### src/design/ttd_pkg.sv
package ttd_pkg;

  localparam int TTD_NUM = 8;

  // Register frame byte offsets
  localparam logic [15:0] TTD_OFS_CMDQ = 16'h0080;
  localparam logic [15:0] TTD_OFS_BASE = 16'h0100;
  localparam logic [15:0] TTD_OFS_END = 16'h0140;

  // Descriptor field positions
  localparam int TTD_VALID_BIT = 63;
  localparam int TTD_TWO_LEVEL_BIT = 62;
  localparam int TTD_INNER_LSB = 59;
  localparam int TTD_KIND_LSB = 56;
  localparam int TTD_OUTER_LSB = 53;
  localparam int TTD_ESIZE_LSB = 48;
  localparam int TTD_ADDR_LSB = 12;
  localparam int TTD_SHARE_LSB = 10;
  localparam int TTD_PSIZE_LSB = 8;
  localparam int TTD_PAGES_LSB = 0;

  // Writable field masks
  localparam logic [63:0] TTD_M_VALID = 64'h8000_0000_0000_0000;
  localparam logic [63:0] TTD_M_TWO_LEVEL = 64'h4000_0000_0000_0000;
  localparam logic [63:0] TTD_M_INNER = 64'h3800_0000_0000_0000;
  localparam logic [63:0] TTD_M_OUTER = 64'h00e0_0000_0000_0000;
  localparam logic [63:0] TTD_M_ADDR = 64'h0000_ffff_ffff_f000;
  localparam logic [63:0] TTD_M_CQ_ADDR = 64'h000f_ffff_ffff_f000;
  localparam logic [63:0] TTD_M_SHARE = 64'h0000_0000_0000_0c00;
  localparam logic [63:0] TTD_M_PSIZE = 64'h0000_0000_0000_0300;
  localparam logic [63:0] TTD_M_PAGES = 64'h0000_0000_0000_00ff;

  localparam int TTD_PA_MAX = 52;
  localparam int TTD_PA_LOW = 48;

  typedef enum logic [2:0] {
    TTD_KIND_NONE = 3'h0,
    TTD_KIND_DEVICE = 3'h1,
    TTD_KIND_VPE = 3'h2,
    TTD_KIND_COLL = 3'h4
  } ttd_kind_t;

  typedef enum logic [1:0] {
    TTD_PG_4K = 2'h0,
    TTD_PG_16K = 2'h1,
    TTD_PG_64K = 2'h2,
    TTD_PG_RSVD = 2'h3
  } ttd_page_t;

  localparam logic [1:0] TTD_SH_NONE = 2'h0;
  localparam logic [1:0] TTD_SH_RSVD = 2'h3;

  typedef struct packed {
    logic alloc;
    logic two_level;
    logic [2:0] inner;
    logic [2:0] outer;
    logic [2:0] kind;
    logic [4:0] entry_size;
    logic [51:0] base;
    logic [1:0] page_size;
    logic [1:0] share;
    logic [7:0] pages;
  } ttd_walk_t;

endpackage

### src/design/ttd_top.sv
`timescale 1ns/1ns
// Operation
// RL1: Bit 62 chooses flat table or two-level table of descriptor pages.
// RL2: Level-one descriptors are 64-bit words fetched in little-endian byte order.
// RL3: Flat-only build makes bit 62 read zero and drop writes.
// RL4: Bits 61:59 give inner cacheability, device memory up to write-back.
// RL5: Bits 58:56 read-only table kind: none, device, processor element, collection.
// RL6: At most one collection slot, one device slot, one processor element slot.
// RL7: Slot 0 device, slot 1 collection or none, slot 2 element or none.
// RL8: Bits 55:53 give outer cacheability; zero follows the inner field. The walker view carries the raw outer field, zero included.
// RL9: Bits 52:48 read-only entry size in bytes minus one.
// RL10: For 4KB or 16KB pages bits 47:12 are base bits 47:12.
// RL11: For 64KB pages bits 15:12 become base bits 51:48.
// RL12: Misaligned base bits may be treated as zero; software must align.
// RL13: Address bits above the implemented width read zero, writes ignored.
// RL14: Bits 11:10 shareability; reserved code behaves as non-shareable.
// RL15: Bits 9:8 page size; reserved code behaves as 64KB.
// RL16: Page size may be fixed and read-only; other attributes stay writable.
// RL17: Bits 7:0 hold allocated page count minus one.
// RL18: Unimplemented slot reads zero page count and ignores writes.
// RL19: Most fields start unknown; software programs them before enabling.
// RL20: Command queue descriptor is 64-bit with independent 32-bit halves.
// RL21: Bit 63 marks allocated memory, resets zero, gates translation writes.
// RL22: Software must not write descriptors while service runs or is busy.
// RL23: Each descriptor half is reachable by itself.
// RL24: Writes leave read-only fields unchanged and update writable ones.
module ttd_top #(
  parameter bit HAS_COLL = 1'b1,
  parameter bit HAS_VPE = 1'b0,
  parameter bit FLAT_ONLY = 1'b0,
  parameter bit COLL_IN_CORE = 1'b0,
  parameter int PA_BITS = 48,
  parameter logic [4:0] DEV_ESIZE = 5'h07,
  parameter logic [4:0] COLL_ESIZE = 5'h07,
  parameter logic [4:0] VPE_ESIZE = 5'h0f,
  parameter int IDX_W = 23
) (
  // Clock and reset
  input wire logic clk,
  input wire logic resetn,
  // Register frame port
  input wire logic reg_sel,
  input wire logic reg_wr,
  input wire logic [15:0] reg_addr,
  input wire logic [31:0] reg_wdata,
  output logic [31:0] reg_rdata,
  output logic reg_ack,
  // Decoded tables for the walker
  output ttd_pkg::ttd_walk_t [ttd_pkg::TTD_NUM-1:0] walk_desc,
  // Command queue descriptor
  output logic [63:0] cmdq_desc,
  output logic cmdq_written,
  // Translation page write gate
  input wire logic xlate_wr,
  output logic xlate_wr_pass,
  output logic xlate_wr_drop,
  // Level-one descriptor fetch
  input wire logic l1_req,
  input wire logic [2:0] l1_slot,
  input wire logic [IDX_W-1:0] l1_index,
  output logic l1_addr_valid,
  output logic [51:0] l1_addr,
  input wire logic l1_resp_valid,
  input wire logic [7:0][7:0] l1_resp_bytes,
  output logic l1_desc_valid,
  output logic [63:0] l1_desc
);
  import ttd_pkg::*;

  localparam int CQ_ADDR_TOP = (PA_BITS > TTD_PA_MAX) ? TTD_PA_MAX : PA_BITS;
  localparam logic [63:0] CQ_WMASK = TTD_M_VALID | TTD_M_INNER | TTD_M_OUTER
    | (TTD_M_CQ_ADDR & ((64'h1 << CQ_ADDR_TOP) - 64'h1)) | TTD_M_SHARE | TTD_M_PAGES;

  // Fixed allocation keeps each kind in at most one slot
  function automatic logic [2:0] slot_kind(input int n);
    case (n)
      0: slot_kind = TTD_KIND_DEVICE; // RL7 RL6
      1: slot_kind = HAS_COLL ? TTD_KIND_COLL : TTD_KIND_NONE; // RL7 RL6
      2: slot_kind = HAS_VPE ? TTD_KIND_VPE : TTD_KIND_NONE; // RL7 RL6
      default: slot_kind = TTD_KIND_NONE; // RL7
    endcase
  endfunction

  function automatic logic [4:0] slot_esize(input int n);
    case (n)
      0: slot_esize = DEV_ESIZE;
      1: slot_esize = COLL_ESIZE;
      2: slot_esize = VPE_ESIZE;
      default: slot_esize = 5'h00;
    endcase
  endfunction

  logic rst_q1;
  logic rst_n;

  // Release is synchronised; assertion stays asynchronous
  always_ff @(posedge clk or negedge resetn) begin
    if (!resetn) begin
      rst_q1 <= 1'b0;
      rst_n <= 1'b0;
    end else begin
      rst_q1 <= 1'b1;
      rst_n <= rst_q1;
    end
  end

  // Address decode
  wire acc_wr = reg_sel & reg_wr;
  wire hit_slot = (reg_addr >= TTD_OFS_BASE) && (reg_addr < TTD_OFS_END);
  wire hit_cq = (reg_addr[15:3] == TTD_OFS_CMDQ[15:3]);
  wire hi_half = reg_addr[2];
  wire [2:0] slot_idx = reg_addr[5:3];
  // Sub-word addresses are not decoded; any byte in a word picks that word
  wire cq_wr_lo = acc_wr & hit_cq & ~hi_half; // RL20
  wire cq_wr_hi = acc_wr & hit_cq & hi_half; // RL20

  logic [TTD_NUM-1:0][63:0] slot_rd;
  ttd_walk_t [TTD_NUM-1:0] slot_walk;
  logic [TTD_NUM-1:0] slot_blocks;

  genvar g;
  generate
    for (g = 0; g < TTD_NUM; g++) begin : g_slot
      localparam logic [2:0] K = slot_kind(g);
      wire slot_wr = acc_wr & hit_slot & (slot_idx == 3'(g));
      ttd_slot #(
        .KIND(K),
        .ENTRY_SIZE(slot_esize(g)),
        .FLAT_ONLY(FLAT_ONLY),
        .PA_BITS(PA_BITS),
        .FIXED_PAGE(1'b0),
        .PAGE_VAL(TTD_PG_4K)
      ) u_slot (
        .clk(clk),
        .rst_n(rst_n),
        .wr_lo(slot_wr & ~hi_half), // RL23
        .wr_hi(slot_wr & hi_half), // RL23
        .wdata(reg_wdata),
        .rd_value(slot_rd[g]),
        .walk(slot_walk[g])
      );
      // Collections held on chip need no memory, so they never block
      assign slot_blocks[g] = (K != TTD_KIND_NONE) && !(K == TTD_KIND_COLL && COLL_IN_CORE)
        && !slot_walk[g].alloc; // RL21
    end
  endgenerate

  // Command queue descriptor storage
  logic [63:0] cq_q;
  logic [63:0] next_cq;
  assign next_cq[31:0] = cq_wr_lo ? (reg_wdata & CQ_WMASK[31:0]) : cq_q[31:0]; // RL20
  assign next_cq[63:32] = cq_wr_hi ? (reg_wdata & CQ_WMASK[63:32]) : cq_q[63:32]; // RL20

  // Read data select; unmapped words read zero
  wire [63:0] slot_word = slot_rd[slot_idx];
  wire [63:0] sel_word = hit_slot ? slot_word : (hit_cq ? cq_q : 64'h0);
  wire [31:0] next_rdata = (reg_sel & ~reg_wr) ? (hi_half ? sel_word[63:32] : sel_word[31:0]) : 32'h0;

  // Translation page writes are discarded while any needed table lacks memory
  wire gate_closed = |slot_blocks; // RL21

  // Level-one fetch only for two-level tables; flat tables refuse the request
  wire l1_go = l1_req & slot_walk[l1_slot].two_level & (slot_walk[l1_slot].kind != TTD_KIND_NONE); // RL1

  ttd_l1_fetch #(
    .IDX_W(IDX_W)
  ) u_l1 (
    .clk(clk),
    .rst_n(rst_n),
    .req(l1_go),
    .table_base(slot_walk[l1_slot].base),
    .index(l1_index),
    .addr_valid(l1_addr_valid),
    .addr(l1_addr),
    .resp_valid(l1_resp_valid),
    .resp_bytes(l1_resp_bytes),
    .desc_valid(l1_desc_valid),
    .desc(l1_desc)
  );

  always_ff @(posedge clk or negedge rst_n) begin
    if (!rst_n) begin
      reg_rdata <= 32'h0;
      reg_ack <= 1'b0;
      cq_q <= 64'h0; // RL19
      cmdq_written <= 1'b0;
      xlate_wr_pass <= 1'b0;
      xlate_wr_drop <= 1'b0;
      walk_desc <= '0;
    end else begin
      reg_rdata <= next_rdata;
      reg_ack <= reg_sel;
      cq_q <= next_cq;
      cmdq_written <= cq_wr_lo | cq_wr_hi;
      xlate_wr_pass <= xlate_wr & ~gate_closed; // RL21
      xlate_wr_drop <= xlate_wr & gate_closed; // RL21
      walk_desc <= slot_walk;
    end
  end

  assign cmdq_desc = cq_q;
endmodule

### src/design/ttd_slot.sv
`timescale 1ns/1ns
module ttd_slot #(
  parameter logic [2:0] KIND = 3'h0,
  parameter logic [4:0] ENTRY_SIZE = 5'h07,
  parameter bit FLAT_ONLY = 1'b0,
  parameter int PA_BITS = 48,
  parameter bit FIXED_PAGE = 1'b0,
  parameter logic [1:0] PAGE_VAL = 2'h0
) (
  // Clock and reset
  input wire logic clk,
  input wire logic rst_n,
  // Half-word writes
  input wire logic wr_lo,
  input wire logic wr_hi,
  input wire logic [31:0] wdata,
  // Read view and decoded table
  output logic [63:0] rd_value,
  output ttd_pkg::ttd_walk_t walk
);
  import ttd_pkg::*;

  localparam bit IMPL = (KIND != TTD_KIND_NONE);
  localparam int ADDR_TOP = (PA_BITS > TTD_PA_LOW) ? TTD_PA_LOW : PA_BITS;
  localparam logic [63:0] ADDR_M = TTD_M_ADDR & ((64'h1 << ADDR_TOP) - 64'h1);
  // Unimplemented slot keeps nothing, so all of it reads zero
  localparam logic [63:0] WMASK = !IMPL ? 64'h0 : (TTD_M_VALID | (FLAT_ONLY ? 64'h0 : TTD_M_TWO_LEVEL)
    | TTD_M_INNER | TTD_M_OUTER | ADDR_M | TTD_M_SHARE | (FIXED_PAGE ? 64'h0 : TTD_M_PSIZE) | TTD_M_PAGES);
  localparam logic [63:0] RO_VAL = !IMPL ? 64'h0 :
    {5'h00, KIND, 3'h0, ENTRY_SIZE, 38'h0, (FIXED_PAGE ? PAGE_VAL : 2'h0), 8'h00};
  localparam logic [51:0] PA_M = (PA_BITS >= TTD_PA_MAX) ? {52{1'b1}} : ((52'h1 << PA_BITS) - 52'h1);

  logic [63:0] q;
  logic [63:0] next_q;
  logic [1:0] psize_raw;
  logic [1:0] psize_eff;
  logic [1:0] share_raw;
  logic [51:0] base_raw;

  // Read-only fields are never stored, so writes cannot reach them
  assign next_q[31:0] = wr_lo ? ((q[31:0] & ~WMASK[31:0]) | (wdata & WMASK[31:0])) : q[31:0]; // RL23 RL24
  assign next_q[63:32] = wr_hi ? ((q[63:32] & ~WMASK[63:32]) | (wdata & WMASK[63:32])) : q[63:32]; // RL23
  assign rd_value = q | RO_VAL; // RL5 RL9 RL18 RL3 RL16

  assign psize_raw = FIXED_PAGE ? PAGE_VAL : q[TTD_PSIZE_LSB +: 2];
  assign psize_eff = (psize_raw == TTD_PG_RSVD) ? TTD_PG_64K : psize_raw; // RL15
  assign share_raw = q[TTD_SHARE_LSB +: 2];

  // Misaligned low bits are dropped rather than mixed into table addressing
  always_comb begin
    case (psize_eff)
      TTD_PG_4K: base_raw = {4'h0, q[47:12], 12'h000}; // RL10
      TTD_PG_16K: base_raw = {4'h0, q[47:14], 14'h0000}; // RL10 RL12
      default: base_raw = {q[15:12], q[47:16], 16'h0000}; // RL11
    endcase
  end

  assign walk.alloc = q[TTD_VALID_BIT]; // RL21
  assign walk.two_level = q[TTD_TWO_LEVEL_BIT]; // RL1
  assign walk.inner = q[TTD_INNER_LSB +: 3]; // RL4
  assign walk.outer = q[TTD_OUTER_LSB +: 3]; // RL8
  assign walk.kind = RO_VAL[TTD_KIND_LSB +: 3];
  assign walk.entry_size = RO_VAL[TTD_ESIZE_LSB +: 5];
  assign walk.base = base_raw & PA_M; // RL13
  assign walk.page_size = psize_eff;
  assign walk.share = (share_raw == TTD_SH_RSVD) ? TTD_SH_NONE : share_raw; // RL14
  assign walk.pages = q[TTD_PAGES_LSB +: 8]; // RL17

  // Every stored field, the allocation flag included, resets to zero
  always_ff @(posedge clk or negedge rst_n) begin
    if (!rst_n) begin
      q <= 64'h0; // RL19 RL21
    end else begin
      q <= next_q;
    end
  end
endmodule

### src/design/ttd_l1_fetch.sv
`timescale 1ns/1ns
module ttd_l1_fetch #(
  parameter int IDX_W = 23
) (
  // Clock and reset
  input wire logic clk,
  input wire logic rst_n,
  // Address request
  input wire logic req,
  input wire logic [51:0] table_base,
  input wire logic [IDX_W-1:0] index,
  output logic addr_valid,
  output logic [51:0] addr,
  // Memory return, byte i from address addr+i
  input wire logic resp_valid,
  input wire logic [7:0][7:0] resp_bytes,
  output logic desc_valid,
  output logic [63:0] desc
);
  logic [51:0] next_addr;
  logic [63:0] next_desc;

  // Level-one entries are 8 bytes each
  assign next_addr = table_base + {{(49 - IDX_W){1'b0}}, index, 3'h0}; // RL2

  // Lowest address is least significant whatever the bus lane order
  genvar i;
  generate
    for (i = 0; i < 8; i++) begin : g_byte
      assign next_desc[8*i +: 8] = resp_bytes[i]; // RL2
    end
  endgenerate

  always_ff @(posedge clk or negedge rst_n) begin
    if (!rst_n) begin
      addr_valid <= 1'b0;
      addr <= 52'h0;
      desc_valid <= 1'b0;
      desc <= 64'h0;
    end else begin
      addr_valid <= req;
      desc_valid <= resp_valid;
      if (req) begin
        addr <= next_addr;
      end
      if (resp_valid) begin
        desc <= next_desc;
      end
    end
  end
endmodule

### config.mk
export PLATFORM = sky130hd
export DESIGN_NAME = ttd_top
export DESIGN_NICKNAME = d
export VERILOG_FILES = /design/src/design/ttd_pkg.sv /design/src/design/ttd_top.sv /design/src/design/ttd_slot.sv /design/src/design/ttd_l1_fetch.sv
export SDC_FILE = /design/constraint.sdc
export NUM_CORES = 1
export LEC_CHECK = 0
export BUFFER_PORTS_ARGS = -buffer_cell sky130_fd_sc_hd__buf_2
export CORE_AREA = 2 2 385 387
export DETAILED_ROUTE_END_ITERATION = 7
export DIE_AREA = 0 0 387 389
export GPL_TIMING_DRIVEN = 1
export PLACE_DENSITY_LB_ADDON = 0.2
export SYNTH_ARGS = -nofsm -noshare
export SYNTH_HDL_FRONTEND = slang
export SYNTH_SLANG_ARGS = --single-unit
export TNS_END_PERCENT = 1
### constraint.sdc
create_clock -name clk -period 24.8 [get_ports clk]
set_clock_uncertainty 0.1 [all_clocks]
set_input_delay 7.44 -clock clk [delete_from_list [all_inputs] [get_ports clk]]
set_output_delay 7.44 -clock clk [all_outputs]
set_load 0.01 [all_outputs]
==> out/metrics.csv, run 1 <==
stage,metric,value,unit
run_status,outcome,completed,
sta,Tcrit/Tclk final,44.9,%
floorplan,Top Ports,1003,
cells_and_area,P&R area growth vs syn,21.1,%
pwr,worst-case vdd ir drop,0.0519,mV
job,max-cap viol count,0,
placed_design,Detail Placement HPWL,59900,um
worst_setup_path,CP bufs+invs,1,
worst_setup_path,"CP delay by family, top",compound AO/OA/AOI/OAI gates,
clock_network,CTS Sinks,428,
worst_setup_path,CP required,25.22,ns
pwr,Pwr Total,0.00167,W
global_route,antenna violations before repair,18,
cells_and_area,share of cells above drive strength 1,36.8,%
clock_network,CTS tree,done,
drt,DRC violation total after the first TritonRoute iteration,429,
cells_and_area,nets@finish,2427,
yosys,Post-synth EDFFs,0,
yosys,synthesized-area fraction occupied by adder cells,0.910,%
cells_and_area,Finished Core Util,17.7,%
worst_setup_path,Worst EP arrival,11.54,ns
sta,RSZ-0062 raised after global routing,false,
sta,Slew @ Worst Pin,0.966,ns
yosys,post-synth top area cell,dfrtp_1,
clock_network,Root Buffer,clkbuf_16,
yosys,simple-gate area share of the yosys netlist,5.17,%
worst_setup_path,crit path max fanout,21,
cells_and_area,most frequent cells in the layout,"conb_1, buf_2, dfrtp_1",
sta,Max Clk Rate,89.9,MHz
cells_and_area,"commonest non-fill, non-tap cell in the layout",conb_1,
floorplan,core area,147000,sq um
sta,setup TNS,0,ns
min_path,Hold Crit Class,register to asynchronous set/reset pin,
drt,first-pass iteration count of the detailed router,4,
clock_network,Post-CTS Setup Inserts,0,
floorplan,Die Y,389,um
drt,ANT nets after route,0,
worst_setup_path,kind of end point of the critical path,register,
floorplan,Chip Width,387,um
clock_network,clk slew on worst S/H paths,0.06,ns
clock_network,H-tree levels,2,
clock_network,PostCTS Resize Cnt,0,
yosys,mux share of post-synthesis cell area,17.5,%
clock_network,clk_lat worst skew,0.66,ns
yosys,Netlist Area Pre-Place,21500,sq um
sta,endpoints failing hold,0,
yosys,Ys Warns,0,
yosys,register area share after synthesis,49.9,%
global_route,global-route wire length before repair,107000,um
pwr,PD cells,64.2,nW/um^2
yosys,Post-synth ARST share,100,%
placed_design,Port Buffers,463,
worst_setup_path,"Slowest-stage cell, CP",mux2i_1,
worst_setup_path,crit path cell chain,"buf_4, mux2i_1, nor2_1, ha_1, fa_1, a211o_1, a211oi_1, or3_1, a211oi_2, and3b_1, a32o_1",
clock_network,Clock Tree Buf Depth,3,
floorplan,row cnt,141,
sta,final setup fails,0,
worst_setup_path,Setup crit start kind,input pin,
clock_network,cts bufs inserted,56,
sta,Max Slew Vio Count,0,
yosys,"Primary FF master, synth",dfrtp_1,
global_route,GRT Util Overall,10.0,%
yosys,"Avg Cell Area, Syn",12.0,sq um
drt,Vias,13200,
drt,total wire length,79000,um
clock_network,post-cts hold buffer count,0,
global_route,largest net degree at the start of global routing,66,
yosys,top post-synthesis cells by area,"dfrtp_1, buf_4, mux2_2",
drt,Via density,3.12,
yosys,#FFs+latches synth,428,
floorplan,area of the die,151000,sq um
drt,routed length per instance,18.6,um
placed_design,GPL Wtd Cong,0.701,
cells_and_area,Fillers,16300,
floorplan,Starting Density,14.6,%
global_route,GRT overflow,0,
sta,minimum clock period,11.13,ns
yosys,Synth top area share,49.9,%
yosys,main combinational cell family by area after synthesis,buffers and inverters,
yosys,Synth Area in XOR/XNOR,1.10,%
yosys,Synth Instances,1795,
worst_setup_path,CP max stage delay,0.80,ns
yosys,count of cell types in the netlist,65,
sta,Worst slew margin,33.8,%
worst_setup_path,CP Class,input pin to register,
yosys,Synth Area in Compound Gates,4.62,%
global_route,number of global-route vias before repair,13100,
pwr,static leakage,13.3,nW
drt,DRC errors left,0,
flip-flops by register name (all words and copies together) (netlist names), 32 cells and up:
signal and flops:
cmdq_desc 53, u_l1.addr 46, walk_desc 113, reg_rdata 32, g_slot.u_slot.q 112, u_l1.desc 64
path summary, 6_finish.rpt:
check	endpoint	from	slack, ns	cells after the start
max in group asynchronous	rst_n$_DFF_PN0_	resetn	18.04	1
max	u_l1.addr[48]$_DFFE_PN0P_	l1_slot[0]	13.67	11
min	walk_desc[73]$_DFF_PN0_	rst_n$_DFF_PN0_	0.18	0
min in group clk	rst_n$_DFF_PN0_	rst_q1$_DFF_PN0_	0.25	0
max reg2reg	u_l1.addr[48]$_DFFE_PN0P_	g_slot[1].u_slot.q[9]$_DFFE_PN0P_	19.94	12
min reg2reg	walk_desc[73]$_DFF_PN0_	rst_n$_DFF_PN0_	0.18	0
routing by layer:
metal  track usage [%]  share of wire (%)  up-vias  wire length, um
met5                 0               0.10        -               80
met4              2.57                2.1       12             1660
met3              4.25                9.3       90             7350
met2              15.8                 46      537            36300
met1              12.6                 43     6633            33600
li1                  -                  -     5970                -
synth_stat cells, types with 3 or more instances:
library cell  number
clkbuf_1          35
nor4_1             4
a21o_1             7
o21ai_1            9
buf_2             15
inv_1             26
xor2_1             8
nand3b_1           4
buf_4            545
ha_1              14
buf_1             14
nand2_1           84
a211oi_1          13
a21oi_1           21
and3_1             4
o21bai_1           3
or3_1              8
nor3_1             7
dfrtp_1          428
mux2_1            12
nor2b_1           15
nand3_1           14
o21ai_0           25
nor3b_1            6
nor2_1            58
o211ai_1           4
a2111oi_2          5
o22ai_1           24
mux2i_1           65
a21boi_0           4
mux2_2           219
a31oi_1            8
nand3_2            3
xnor2_1           19
mux4_2            22
layout make-up:
class / count / area (sq um) / share of cell area, %
inverter: 26 / 97.6 / 0.376
multi-input combinational: 1268 / 8360 / 32.2
antenna: 4 / 10.0 / 0.0385
clock buffer: 75 / 1590 / 6.14
timing repair buffer: 487 / 2500 / 9.64
tap: 1930 / 2410 / 9.29
clock inverter: 27 / 289 / 1.11
sequential: 428 / 10700 / 41.2
through the flow:
stage	hold WS (ns)	instance area, sq um	setup slack [ns]	cells
floorplan	0.231	23500	11.89	2332
global placement	0.202	24100	12.81	4139
detailed placement	0.201	24100	12.84	4139
CTS	0.206	26000	13.56	4241
global route	0.231	26000	13.54	4241
finish	0.178	26000	13.67	4245
report_power, final:
group / internal (W) / total [W] / switching (W)
sequential: 0.000710 / 0.000716 / 0.00000618
combinational: 0.0000324 / 0.000121 / 0.0000889
clock: 0.000483 / 0.000831 / 0.000348
cell families (layout without fill, tap and decap cells):
group,after synthesis,after routing
AO/OA/AOI/OAI,143,143
XOR/XNOR,27,27
adder cells (fa/ha/maj),15,15
buffers and inverters,636,615
flip-flops,428,428
multiplexers,318,318
other,2,543
AND/OR/NAND/NOR,226,226
(Power assumes the default switching activity.)
==> inputs of run 2 (changes only) <==
clock period = 10 ns   (was 24.8 ns; I/O delays follow)
==> run 2 against run 1 <==
  * Clock-buffer cell count is 8 higher
  * First-iteration DRC count is 3.5% lower
  * Critical path depth stayed put
  * Hold slack better by 0.072 ns
  * Largest cell class unchanged
==> out/metrics.csv, run 2 (synthesis results as in run 1) <==
stage,metric,value,unit
cells_and_area,Reg with most FFs,walk_desc,
clock_network,post-cts hold buffer count,0,
global_route,GRT Util Overall,10.3,%
drt,total wire length,80300,um
pwr,worst-case vdd ir drop,0.144,mV
sta,RSZ-0062 raised after global routing,false,
cells_and_area,max reg flops,113,
pwr,Power Internal,0.00309,W
sta,Tcrit/Tclk final,66.7,%
global_route,GR Util met3,4.49,%
placed_design,GPL Wtd Cong,0.708,
drt,first-pass iteration count of the detailed router,4,
placed_design,Detail Placement HPWL,61000,um
cells_and_area,top flop regs,"walk_desc x113, g_slot.u_slot.q x112, u_l1.desc x64",
sta,Max Slew Vio Count,0,
clock_network,CTS tree,done,
sta,Slew @ Worst Pin,0.995,ns
floorplan,row cnt,141,
cells_and_area,"non-filler cells, final",4240,
global_route,GRT overflow,0,
pwr,Clock power frac,50.6,%
pwr,Comb power frac,7.1,%
clock_network,Root Buffer,clkbuf_16,
pwr,Net Sw Frac,26.5,%
sta,endpoints failing hold,0,
drt,routed length per instance,18.9,um
drt,ANT nets after route,0,
pwr,Sequential Power Share,42.3,%
worst_setup_path,kind of end point of the critical path,register,
clock_network,PostCTS Resize Cnt,0,
pwr,Pwr Total,0.00421,W
global_route,antenna violations before repair,19,
drt,DRC errors left,0,
sta,Worst slew margin,33.7,%
pwr,static leakage,13.3,nW
job,max-cap viol count,0,
global_route,M2 GR Usage,15.9,%
clock_network,clk slew on worst S/H paths,0.07,ns
worst_setup_path,Worst EP arrival,7.12,ns
drt,DRC violation total after the first TritonRoute iteration,414,
drt,Vias,13200,
floorplan,area of the die,151000,sq um
floorplan,Die Y,389,um
min_path,Hold Crit Class,register to register,
clock_network,CTS Sinks,428,
worst_setup_path,crit path max fanout,22,
sta,final setup fails,0,
worst_setup_path,Setup crit start kind,input pin,
global_route,busiest layer in global routing,met2,
floorplan,Chip Width,387,um
cells_and_area,"commonest non-fill, non-tap cell in the layout",conb_1,
clock_network,cts bufs inserted,57,
floorplan,core area,147000,sq um
global_route,largest net degree at the start of global routing,106,
floorplan,Starting Density,14.6,%
cells_and_area,most frequent cells in the layout,"conb_1, buf_2, dfrtp_1",
clock_network,Post-CTS Setup Inserts,0,
clock_network,H-tree levels,2,
clock_network,clk_lat worst skew,0.67,ns
placed_design,placed cells,4137,
cells_and_area,nets@finish,2426,
pwr,PD cells,162,nW/um^2
cells_and_area,Fillers,16300,
cells_and_area,multi-input logic area,8360,sq um
run_status,outcome,completed,
sta,minimum clock period,6.67,ns
sta,hold_ws,0.250,ns
drt,Via density,3.12,
cells_and_area,P&R area growth vs syn,21.2,%
clock_network,Clock Tree Buf Depth,3,
global_route,number of global-route vias before repair,13000,
floorplan,Top Ports,1003,
sta,setup TNS,0,ns
worst_setup_path,CP required,10.45,ns
worst_setup_path,CP Class,input pin to register,
sta,Max Clk Rate,150,MHz
global_route,met1 Use GR,12.8,%
cells_and_area,sequential cell area,10700,sq um
global_route,global-route wire length before repair,109000,um
pwr,switching pwr,0.00112,W
cells_and_area,share of cells above drive strength 1,36.4,%
placed_design,Port Buffers,463,
-- run 2: cell types whose count changed in the layout (fill, tap and decap cells not counted) --
cell        change
inv_6           +2
bufinv_16       +2
diode_2         -3
buf_4           -3
buf_12          +1
clkbuf_8        -1
clkbuf_1        +9
clkinv_4        -2
clkinvlp_4      -4
clkinv_2        -7
clkinv_8        +1
-- run 2: through the flow --
stage | worst slack (ns) | utilization, % | area, sq um
after floorplan | 2.92 | - | 23500
after global placement | 2.49 | 16.4 | 24100
after detailed placement | 2.51 | 16.4 | 24100
after CTS | 3.25 | 17.7 | 26000
after global routing | 3.20 | 17.7 | 26000
final | 3.33 | 17.7 | 26000
-- run 2: layer usage --
| layer | vias to the layer above | part of all wire [%] |
|---|---|---|
| met5 | - | 0.095 |
| met4 | 12 | 2.7 |
| met3 | 97 | 9.6 |
| met2 | 521 | 45 |
| met1 | 6660 | 42 |
| li1 | 5958 | - |
-- run 2: critical path: stages --
cell and delay (ns):
buf_4 0.34, mux2i_1 0.74, nor2_1 0.23, ha_1 0.29
fa_1 0.44, a211o_1 0.34, a211oi_1 0.46, or3_1 0.49
a211oi_2 0.22, and3b_1 0.25, a32o_1 0.25
-- run 2: final cells by class --
| type | instances | area share, % |
|---|---|---|
| Antenna cell | 1 | 0.00962 |
| Inverter | 26 | 0.375 |
| Sequential cell | 428 | 41.2 |
| Multi-Input combinational cell | 1268 | 32.1 |
| Clock inverter | 19 | 1.15 |
| Timing Repair Buffer | 485 | 9.62 |
| Clock buffer | 83 | 6.21 |
| Tap cell | 1930 | 9.29 |
-- run 2: path summary, 6_finish.rpt --
kind	cells after the start	start	slack, ns	to
min	0	rst_q1$_DFF_PN0_	0.25	rst_n$_DFF_PN0_
min reg2reg	0	rst_q1$_DFF_PN0_	0.25	rst_n$_DFF_PN0_
max	11	l1_slot[0]	3.33	u_l1.addr[48]$_DFFE_PN0P_
min in group asynchronous	0	rst_n$_DFF_PN0_	0.33	g_slot[0].u_slot.q[55]$_DFFE_PN0P_
max reg2reg	12	g_slot[1].u_slot.q[9]$_DFFE_PN0P_	5.22	u_l1.addr[48]$_DFFE_PN0P_
max in group asynchronous	2	rst_n$_DFF_PN0_	7.36	u_l1.desc[55]$_DFFE_PN0P_
-- run 2: power groups by stage --
stage / Sequential (W) / Clock (W) / Combinational [W]
global route: 0.00178 / 0.00230 / 0.000332
CTS: 0.00178 / 0.00225 / 0.000304
floorplan: 0.00184 / 0 / 0.000313
finish: 0.00178 / 0.00213 / 0.000299
global placement: 0.00181 / 0 / 0.000304
detailed placement: 0.00181 / 0 / 0.000303
